<file path="src/hdl/ccs_pkg.sv">
// package: constants and types of the cpu clock source select block
package ccs_pkg;

  // ****************************************
  // register byte offsets
  // ****************************************
  localparam logic [7:0] ADR_PROC_CLK = 8'h00; // processor_clock_control
  localparam logic [7:0] ADR_IOM = 8'h04; // internal_osc_mode
  localparam logic [7:0] ADR_MAIN_OSC = 8'h08; // main_osc_control
  localparam logic [7:0] ADR_MAIN_MODE = 8'h0c; // main_clock_mode
  localparam logic [7:0] ADR_OSC = 8'h10; // oscillator_control
  localparam logic [7:0] ADR_OST = 8'h14; // osc_stabilize_status

  // ****************************************
  // field positions
  // ****************************************
  localparam int PROC_DIV_LSB = 0; // divider code, 3 bits
  localparam int PROC_SEL_BIT = 4; // cpu_source_select
  localparam int PROC_STAT_BIT = 5; // cpu_source_status, read only
  localparam int IOM_HS_STOP_BIT = 0; // internal_hs_osc_stop
  localparam int IOM_LS_STOP_BIT = 1; // internal_ls_osc_stop
  localparam int IOM_HS_STABLE_BIT = 7; // internal_hs_osc_stable, read only
  localparam int MAIN_OSC_STOP_BIT = 7; // main_osc_stop
  localparam int MODE_SEL_BIT = 0; // main_clock_mode_sel
  localparam int MODE_STAT_BIT = 1; // main_clock_status, read only
  localparam int MODE_EXT_BIT = 2; // external_source_select
  localparam int OSC_AMP_BIT = 0; // high_freq_range
  localparam int OSC_PINSEL_BIT = 6; // oscillator_pin_select
  localparam int OSC_DRIVEN_BIT = 7; // driven_clock_input

  // ****************************************
  // reset values and limits
  // ****************************************
  localparam logic [2:0] DIV_RST = 3'h1; // main clock / 2
  localparam logic [2:0] DIV_MAX = 3'h4; // main clock / 16
  localparam logic MAIN_STOP_RST = 1'h1; // external source stopped
  localparam logic [31:0] RD_ZERO = 32'h00000000;

  // ****************************************
  // timing counts, in oscillator edges
  // ****************************************
  localparam logic [7:0] HS_STAB_TICKS = 8'h40; // internal osc settle
  localparam int OST_TICKS_DEF = 65536; // crystal settle, last stage

  // ****************************************
  // types
  // ****************************************
  // oscillator edge pulses, one per half period
  typedef struct packed {
    logic hs;
    logic ext;
    logic sub;
  } ccs_ticks_t;

  // function of the x2 pin
  typedef enum logic [1:0] {
    X2_PORT = 2'b00,
    X2_XTAL = 2'b01,
    X2_DRIVEN = 2'b10
  } ccs_x2_mode_t;

  // requested cpu clock setup
  typedef struct packed {
    logic sub;
    logic ext;
    logic [2:0] div;
  } ccs_gen_req_t;

  // clock generator state
  typedef struct packed {
    logic clk;
    logic on_sub;
    logic main_ext;
    logic rise;
    logic [2:0] div;
    logic [3:0] cnt;
  } ccs_gen_st_t;

endpackage : ccs_pkg

</file>
<file path="src/hdl/ccs_top.sv">
// cpu clock source select: apb registers, oscillator control, cpu clock
//
// How it works
// RL1: divider codes 0-4 give /1../16
// RL2: select bit picks subclock or main clock
// RL3: divider ignored while on subclock
// RL4: cpu source status follows real switch
// RL5: main status shows internal or external
// RL6: main stop bit gates external source
// RL7: internal osc stop bit, stable flag
// RL8: low-speed stop bit stops that oscillator
// RL9: both bits make x2 driven input
// RL10: software sets range above 10 MHz
// RL11: both mode bits select external main
// RL12: software restarts internal osc before leaving sub
// RL13: driven input needs no settle wait
// RL14: software stops main only after switch
// RL15: software makes x2 an input first
// RL16: software checks pin toggles before use
// RL17: subclock cpu, two periods per instruction
// RL18: software stops internal osc after switch
// RL19: no truncated cpu clock pulses
//
// Decided for this implementation: the APB register port and the register addresses.
`timescale 1ns/1ps
`default_nettype none

module ccs_top
  import ccs_pkg::*;
#(
  parameter int unsigned OST_TICKS = OST_TICKS_DEF // crystal settle edges
)
(
  input wire logic clk,
  input wire logic sys_rst,
  input wire logic psel,
  input wire logic penable,
  input wire logic pwrite,
  input wire logic [31:0] paddr,
  input wire logic [31:0] pwdata,
  output logic [31:0] prdata,
  output logic pready,
  output logic pslverr,
  input wire ccs_ticks_t ticks,
  output logic cpu_clk,
  output logic cpu_rise,
  output logic instr_slot,
  output logic hs_osc_en,
  output logic ls_osc_en,
  output logic ext_osc_en,
  output ccs_x2_mode_t x2_mode,
  output logic amp_high,
  output logic periph_ext_sel
);

  // ****************************************
  // state
  // ****************************************
  typedef struct packed {
    logic [2:0] div; // divider code
    logic src_sel; // cpu_source_select
    logic hs_stop; // internal_hs_osc_stop
    logic ls_stop; // internal_ls_osc_stop
    logic [7:0] hs_cnt; // internal osc settle count
    logic hs_stable; // internal_hs_osc_stable
    logic main_stop; // main_osc_stop
    logic ext_sel; // external_source_select, set once
    logic mode_sel; // main_clock_mode_sel
    logic hf_range; // high_freq_range
    logic pinsel; // oscillator_pin_select
    logic drv; // driven_clock_input
    logic [4:0] ost; // settle stages
    logic [16:0] ost_cnt; // crystal edge count
    logic [31:0] rdata; // read data
    logic slot; // second rise of an instruction
    logic slot_p; // instruction slot pulse
  } ccs_top_st_t;

  ccs_top_st_t s_q; // registered state
  ccs_top_st_t s_d; // next state
  ccs_gen_req_t req; // clock request
  ccs_gen_st_t gen; // generator status
  ccs_ticks_t live; // gated oscillator edges
  logic wr; // write takes effect
  logic rd_setup; // read data captured
  logic hit; // mapped address
  logic driven; // x2 driven clock mode
  logic ext_ready; // external source usable
  logic [7:0] a; // low address bits

  // stage threshold for settle bit n (bit 0 last)
  function automatic logic [16:0] ost_lim(input int n);
    logic [31:0] t;
    t = 32'(OST_TICKS) >> n;
    return t[16:0];
  endfunction : ost_lim

  // ****************************************
  // bus decode
  // ****************************************
  assign a = paddr[7:0];
  assign hit = (paddr[31:8] == 24'h000000) && (a[1:0] == 2'b00) && (a <= ADR_OST);
  assign wr = psel && penable && pwrite && hit;
  assign rd_setup = psel && !penable && !pwrite;
  assign pready = 1'b1;
  assign pslverr = psel && penable && !hit;

  // ****************************************
  // oscillator gating and clock request
  // ****************************************
  always_comb
  begin
    // RL9 both bits give driven input
    driven = s_q.pinsel && s_q.drv;
    if (driven)
    begin
      x2_mode = X2_DRIVEN;
    end
    else if (s_q.pinsel)
    begin
      x2_mode = X2_XTAL;
    end
    else
    begin
      x2_mode = X2_PORT;
    end
    // RL13 driven input skips settle wait
    ext_ready = !s_q.main_stop && s_q.pinsel && (driven || s_q.ost[0]);
    // RL7 stopped internal osc gives no edges
    live.hs = ticks.hs && !s_q.hs_stop;
    // RL6 external edges only when enabled
    live.ext = ticks.ext && !s_q.main_stop && s_q.pinsel;
    live.sub = ticks.sub;
    // RL11 both mode bits select external
    req.ext = s_q.ext_sel && s_q.mode_sel && ext_ready;
    req.sub = s_q.src_sel;
    req.div = s_q.div;
  end

  // ****************************************
  // next state
  // ****************************************
  always_comb
  begin
    s_d = s_q;
    s_d.slot_p = 1'b0;
    // RL7 settle count after start
    if (s_q.hs_stop)
    begin
      s_d.hs_cnt = 8'h00;
      s_d.hs_stable = 1'b0;
    end
    else if (live.hs && !s_q.hs_stable)
    begin
      s_d.hs_cnt = s_q.hs_cnt + 8'h01;
      s_d.hs_stable = (s_q.hs_cnt == HS_STAB_TICKS - 8'h01);
    end
    // crystal settle stages, cleared while stopped
    if (s_q.main_stop || !s_q.pinsel || driven)
    begin
      s_d.ost_cnt = 17'h00000;
      s_d.ost = 5'h00;
    end
    else if (live.ext && !s_q.ost[0])
    begin
      s_d.ost_cnt = s_q.ost_cnt + 17'h00001;
      for (int n = 0; n < 5; n++)
      begin
        if (s_d.ost_cnt == ost_lim(n))
        begin
          s_d.ost[n] = 1'b1;
        end
      end
    end
    // RL17 instruction every two cpu periods
    if (gen.rise)
    begin
      s_d.slot = ~s_q.slot;
      s_d.slot_p = s_q.slot;
    end
    // register writes
    if (wr)
    begin
      case (a)
        ADR_PROC_CLK:
        begin
          // RL1 store divider code
          s_d.div = pwdata[PROC_DIV_LSB +: 3];
          // RL2 cpu source select
          s_d.src_sel = pwdata[PROC_SEL_BIT];
        end
        ADR_IOM:
        begin
          s_d.hs_stop = pwdata[IOM_HS_STOP_BIT];
          // RL8 low-speed osc stop
          s_d.ls_stop = pwdata[IOM_LS_STOP_BIT];
        end
        ADR_MAIN_OSC:
        begin
          // RL6 main osc stop bit
          s_d.main_stop = pwdata[MAIN_OSC_STOP_BIT];
        end
        ADR_MAIN_MODE:
        begin
          s_d.mode_sel = pwdata[MODE_SEL_BIT];
          // external select sticks until reset
          s_d.ext_sel = s_q.ext_sel | pwdata[MODE_EXT_BIT];
        end
        ADR_OSC:
        begin
          s_d.hf_range = pwdata[OSC_AMP_BIT];
          s_d.pinsel = pwdata[OSC_PINSEL_BIT];
          s_d.drv = pwdata[OSC_DRIVEN_BIT];
        end
        default:
        begin
          s_d.rdata = s_q.rdata;
        end
      endcase
    end
    // read data captured in setup phase
    if (rd_setup)
    begin
      s_d.rdata = RD_ZERO;
      // unmapped addresses fall to the zero branch
      case (hit ? a : 8'hff)
        ADR_PROC_CLK:
        begin
          s_d.rdata[PROC_DIV_LSB +: 3] = s_q.div;
          s_d.rdata[PROC_SEL_BIT] = s_q.src_sel;
          // RL4 actual cpu source
          s_d.rdata[PROC_STAT_BIT] = gen.on_sub;
        end
        ADR_IOM:
        begin
          s_d.rdata[IOM_HS_STOP_BIT] = s_q.hs_stop;
          s_d.rdata[IOM_LS_STOP_BIT] = s_q.ls_stop;
          s_d.rdata[IOM_HS_STABLE_BIT] = s_q.hs_stable;
        end
        ADR_MAIN_OSC:
        begin
          s_d.rdata[MAIN_OSC_STOP_BIT] = s_q.main_stop;
        end
        ADR_MAIN_MODE:
        begin
          s_d.rdata[MODE_SEL_BIT] = s_q.mode_sel;
          // RL5 actual main source
          s_d.rdata[MODE_STAT_BIT] = gen.main_ext;
          s_d.rdata[MODE_EXT_BIT] = s_q.ext_sel;
        end
        ADR_OSC:
        begin
          s_d.rdata[OSC_AMP_BIT] = s_q.hf_range;
          s_d.rdata[OSC_PINSEL_BIT] = s_q.pinsel;
          s_d.rdata[OSC_DRIVEN_BIT] = s_q.drv;
        end
        ADR_OST:
        begin
          s_d.rdata[4:0] = s_q.ost;
        end
        default:
        begin
          s_d.rdata = RD_ZERO;
        end
      endcase
    end
  end

  // ****************************************
  // registers
  // ****************************************
  always_ff @(posedge clk)
  begin
    if (sys_rst)
    begin
      s_q <= '{div: DIV_RST, src_sel: 1'b0, hs_stop: 1'b0, ls_stop: 1'b0,
               hs_cnt: 8'h00, hs_stable: 1'b0, main_stop: MAIN_STOP_RST, ext_sel: 1'b0,
               mode_sel: 1'b0, hf_range: 1'b0, pinsel: 1'b0, drv: 1'b0, ost: 5'h00,
               ost_cnt: 17'h00000, rdata: RD_ZERO, slot: 1'b0, slot_p: 1'b0};
    end
    else
    begin
      s_q <= s_d;
    end
  end

  // ****************************************
  // cpu clock generator
  // ****************************************
  // RL19 switching done glitch-free inside
  ccs_clk_gen ccs_clk_gen_inst (
    .clk(clk),
    .sys_rst(sys_rst),
    .ticks(live),
    .req(req),
    .st(gen)
  );

  // ****************************************
  // outputs
  // ****************************************
  assign prdata = s_q.rdata;
  assign cpu_clk = gen.clk;
  assign cpu_rise = gen.rise;
  assign instr_slot = s_q.slot_p;
  assign hs_osc_en = !s_q.hs_stop;
  assign ls_osc_en = !s_q.ls_stop;
  assign ext_osc_en = !s_q.main_stop && s_q.pinsel;
  assign amp_high = s_q.hf_range;
  assign periph_ext_sel = gen.main_ext;

endmodule : ccs_top

`default_nettype wire

</file>
<file path="src/hdl/ccs_clk_gen.sv">
// glitch-free cpu clock generator from oscillator edge pulses
`timescale 1ns/1ps
`default_nettype none

module ccs_clk_gen
  import ccs_pkg::*;
(
  input wire logic clk,
  input wire logic sys_rst,
  input wire ccs_ticks_t ticks,
  input wire ccs_gen_req_t req,
  output ccs_gen_st_t st
);

  // ****************************************
  // state
  // ****************************************
  ccs_gen_st_t s_q; // registered state
  ccs_gen_st_t s_d; // next state
  logic src_tick; // edge of the live source
  logic [3:0] lim; // last count of a half period

  // half period length minus one for a divider code
  function automatic logic [3:0] half_lim(input logic [2:0] code);
    logic [3:0] r;
    r = 4'h0;
    case (code)
      3'h0: r = 4'h0;
      3'h1: r = 4'h1;
      3'h2: r = 4'h3;
      3'h3: r = 4'h7;
      default: r = 4'hf;
    endcase
    return r;
  endfunction : half_lim

  // ****************************************
  // next state
  // ****************************************
  always_comb
  begin
    s_d = s_q;
    s_d.rise = 1'b0;
    // RL3 sub ignores divider
    lim = s_q.on_sub ? 4'h0 : half_lim(s_q.div);
    src_tick = s_q.on_sub ? ticks.sub : (s_q.main_ext ? ticks.ext : ticks.hs);
    // main source free to move while cpu is on sub
    if (s_q.on_sub)
    begin
      s_d.main_ext = req.ext;
    end
    if (src_tick)
    begin
      if (s_q.cnt == lim)
      begin
        s_d.cnt = 4'h0;
        s_d.clk = ~s_q.clk;
        // RL19 change only after a full low phase
        if (!s_q.clk)
        begin
          s_d.rise = 1'b1;
          // RL2 source select taken here
          s_d.on_sub = req.sub;
          s_d.main_ext = req.ext;
          // RL1 legal codes only
          if (req.div <= DIV_MAX)
          begin
            s_d.div = req.div;
          end
        end
      end
      else
      begin
        s_d.cnt = s_q.cnt + 4'h1;
      end
    end
  end

  // ****************************************
  // registers
  // ****************************************
  always_ff @(posedge clk)
  begin
    if (sys_rst)
    begin
      s_q <= '{clk: 1'b0, on_sub: 1'b0, main_ext: 1'b0, rise: 1'b0,
               div: DIV_RST, cnt: 4'h0};
    end
    else
    begin
      s_q <= s_d;
    end
  end

  assign st = s_q;

endmodule : ccs_clk_gen

`default_nettype wire

</file>
<file path="config.mk">
export PLATFORM = sky130hd
export DESIGN_NAME = ccs_top
export DESIGN_NICKNAME = d
export VERILOG_FILES = /design/src/hdl/ccs_pkg.sv /design/src/hdl/ccs_top.sv /design/src/hdl/ccs_clk_gen.sv
export SDC_FILE = /design/constraint.sdc
export NUM_CORES = 1
export LEC_CHECK = 0
export BUFFER_PORTS_ARGS = -buffer_cell sky130_fd_sc_hd__buf_4
export CAP_MARGIN = 10
export CORE_MARGIN = 2
export CORE_UTILIZATION = 56
export DETAILED_ROUTE_END_ITERATION = 6
export GPL_TIMING_DRIVEN = 0
export PLACE_DENSITY = 0.92
export SLEW_MARGIN = 30
export SYNTH_ARGS = -nofsm -noshare
export SYNTH_HDL_FRONTEND = slang
export SYNTH_SLANG_ARGS = --single-unit
</file>
<file path="constraint.sdc">
create_clock -name clk -period 3.2 [get_ports clk]
set_input_delay 0.64 -clock clk [delete_from_list [all_inputs] [get_ports clk]]
set_output_delay 0.64 -clock clk [all_outputs]
set_load 0.03 [all_outputs]
</file>
==> flow_summary.yaml <==
outcome:
  outcome: "finished, final reports clean"
place:
  numPortBuffers: 63
  gp_congestion: 0.909
  hpwl_mm: 6.88
  pre_cts_ws_ns: 0.646
timing:
  finalHoldViolations: 0
  slew_headroom: 0.338
  min_period_ns: 2.54
  fin_ws_ns: 0.662
  worst_pin_slew_ns: 0.979
  setup_violations: 0
  min_period_over_period: 0.793
  max_freq_mhz: 394
  setup_tns_ns: 0
  slew_violations: 0
  grt_setup_unrepaired: "false"
  clock_skew_ns: 0.0139
synth:
  seq_area_frac_synth: 0.344
  syn-instance-count: 449
  synth-main-ff-cell: "dfxtp_1"
  yosysWarningCount: 0
  syn_area_per_cell_sq_um: 8.30
  yosysTopAreaCell: "dfxtp_1"
  synth.distinct_cells: 65
  synthTopCellsByArea: "dfxtp_1, buf_4, nor2_1"
  syn_area_sq_mm: 0.00373
  synth_edf_count: 0
  synth_top_cell_area_share: 0.344
  synth_seq_cells: 64
  async_flop_share: 0
global_route:
  antenna_found_initial: 0
  grt_pass1_vias: 3283
  grt_max_degree: 14
  grt_pass1_wl_mm: 14.9
  gr-total-overflow: 0
  track_usage: 0.253
finish:
  antenna_cells: 0
  layout-drive-gt1-share: 0.250
  multi_input_area_sq_mm: 0.00213
  mostFrequentLayoutCells: "buf_4, nor2_1, dfxtp_1"
  syn_to_final_growth_pct: 23.7
  layout_commonest_cell: "buf_4"
  regArea_sq_mm: 0.00128
  n_fill_cell: 485
  nNetsFinal: 622
clock_tree:
  clock_sinks: 64
  cts_setup_buffers: 0
  htreeDepth: 3
  cts_hold_buf: 0
  clockBufferDepth: 2
  cts.clk_slew.worst_paths_ns: 0.08
  clockRootBuffer: "clkbuf_8"
  insertion_delay_ns: 0.35
  cts_resized: 0
  cts_tree: "done"
  cts_buffers: 9
pwr:
  ir_drop_mv: 0.322
  pwr_density_cell_mw_per_mm2: 388
  leakagePower_nw: 1.89
drt:
  wl_mm: 9.39
  first_pass_iters: 5
  vias: 3611
  drt-vias-per-instance: 5.75
  drc_errors: 0
  ant_nets: 0
  drtIter0Drc: 280
  wl_per_cell_um: 15.0
floorplan:
  ioPinCount: 116
  die_h_um: 85.6
  core_sq_mm: 0.00639
  die_area_sq_mm: 0.00732
  die_x_um: 85.6
  initial_core_util: 0.584
  rows: 29
worst_setup_path:
  crit_required_ns: 2.56
  crit_chain: "buf_4 > nor4_1 > nand4_1 > nor2_1 > buf_2 > nor2_1 > buf_4"
  crit_type: "in -> out"
  slowest_delay_ns: 0.35
  cpMaxStageDelayCell: "nor4_1"
  start_kind: "input port"
  cp-end-kind: "output pin"
  critical_path_buf_inv_count: 3
  rrSetupSlack_ns: 0.98
  critPathArrivalTime_ns: 1.90
  path_delay_family: "simple AND/OR/NAND/NOR gates"
  critPathMaxFanout: 10
flow_run:
  cap_violations: 0
worst_hold_path:
  min_path_type: "reg -> reg"
## report_power, final
group / total (mW) / internal (mW) / switching, mW
Sequential: 0.814 / 0.804 / 0.00991
Clock: 0.785 / 0.446 / 0.339
Combinational: 0.188 / 0.0848 / 0.104
Total: 1.79 / 1.33 / 0.452
## area by class of cell
type	count	share of cell area
Buffer	57	0.0798
Tap cell	77	0.0209
Clock inverter	7	0.0223
Sequential cell	64	0.278
Timing Repair Buffer	63	0.103
Inverter	10	0.00814
Clock buffer	9	0.0269
Multi-Input combinational cell	341	0.461
## stage by stage
stage | instances | hold slack (ns) | power, mW | instance area [sq um] | util
after CTS | 628 | 0.455 | 1.80 | 4610 | 0.722
final | 628 | 0.455 | 1.79 | 4610 | 0.722
after global placement | 612 | 0.433 | 1.01 | 4380 | 0.686
after detailed placement | 612 | 0.443 | 1.02 | 4380 | 0.686
after global routing | 628 | 0.481 | 1.85 | 4610 | 0.722
after floorplan | 472 | 0.422 | 0.950 | 3810 | -
## worst register-to-register path: cells and delay by family (launching register included)
| family | cells | cell delay (ns) |
|---|---|---|
| compound gates | 4 | 0.89 |
| simple gates | 2 | 0.46 |
| flops | 1 | 0.38 |
| fa+ha+maj | 1 | 0.28 |
| buf+inv | 1 | 0.13 |
## flip-flops by register name, summed over array words and instances (netlist names)
signal,flops
instr_slot,1
req,4
s_q,39
prdata,8
amp_high,1
ccs_clk_gen_inst.st,11
## synth_stat cells (2+ instances only)
| library cell | instances |
|---|---|
| o2bb2ai_1 | 2 |
| a211o_1 | 3 |
| a41oi_1 | 2 |
| nor3_1 | 9 |
| nand4_1 | 21 |
| nor2_1 | 65 |
| conb_1 | 2 |
| clkbuf_1 | 13 |
| mux2i_1 | 15 |
| o21ai_0 | 5 |
| xnor2_1 | 12 |
| or2_2 | 3 |
| nand3_1 | 15 |
| nand2b_1 | 4 |
| nor3b_1 | 2 |
| and3_1 | 7 |
| buf_2 | 5 |
| xor2_1 | 19 |
| nor4_1 | 7 |
| dfxtp_1 | 64 |
| o31ai_1 | 3 |
| o221ai_1 | 2 |
| or3_1 | 2 |
| nor4_2 | 2 |
| and4_1 | 5 |
| inv_1 | 10 |
| and2_1 | 8 |
| nand2_1 | 34 |
| ha_1 | 4 |
| a211oi_1 | 3 |
| nor2b_1 | 5 |
| nor4b_1 | 3 |
| a22oi_1 | 4 |
| buf_4 | 37 |
| a21oi_1 | 18 |
| a22o_1 | 5 |
## metal layers
metal | share of wire | GRT usage
met5 | 0 | 0
met4 | 0.016 | 0.0851
met3 | 0.081 | 0.0722
met2 | 0.50 | 0.442
met1 | 0.41 | 0.299
## worst paths after layout
path | start | endpoint | cells after the start
max reg2reg | s_q[34] | s_q[52] | 8
min reg2reg | s_q[1] | instr_slot | 2
max | paddr[18] | pslverr | 7
min | s_q[1] | instr_slot | 2
## cell families (layout without fill, tap and decap cells)
family / count (synthesis) / count (layout) / share of synthesized area
other: 2 / 25 / 0.00201
multiplexers: 16 / 16 / 0.0433
adder cells (fa/ha/maj): 4 / 4 / 0.0134
AND/OR/NAND/NOR: 198 / 198 / 0.275
XOR/XNOR: 31 / 31 / 0.0728
buffers and inverters: 67 / 146 / 0.109
flip-flops: 64 / 64 / 0.344
AO/OA/AOI/OAI: 67 / 67 / 0.141
(Power assumes the default switching activity.)
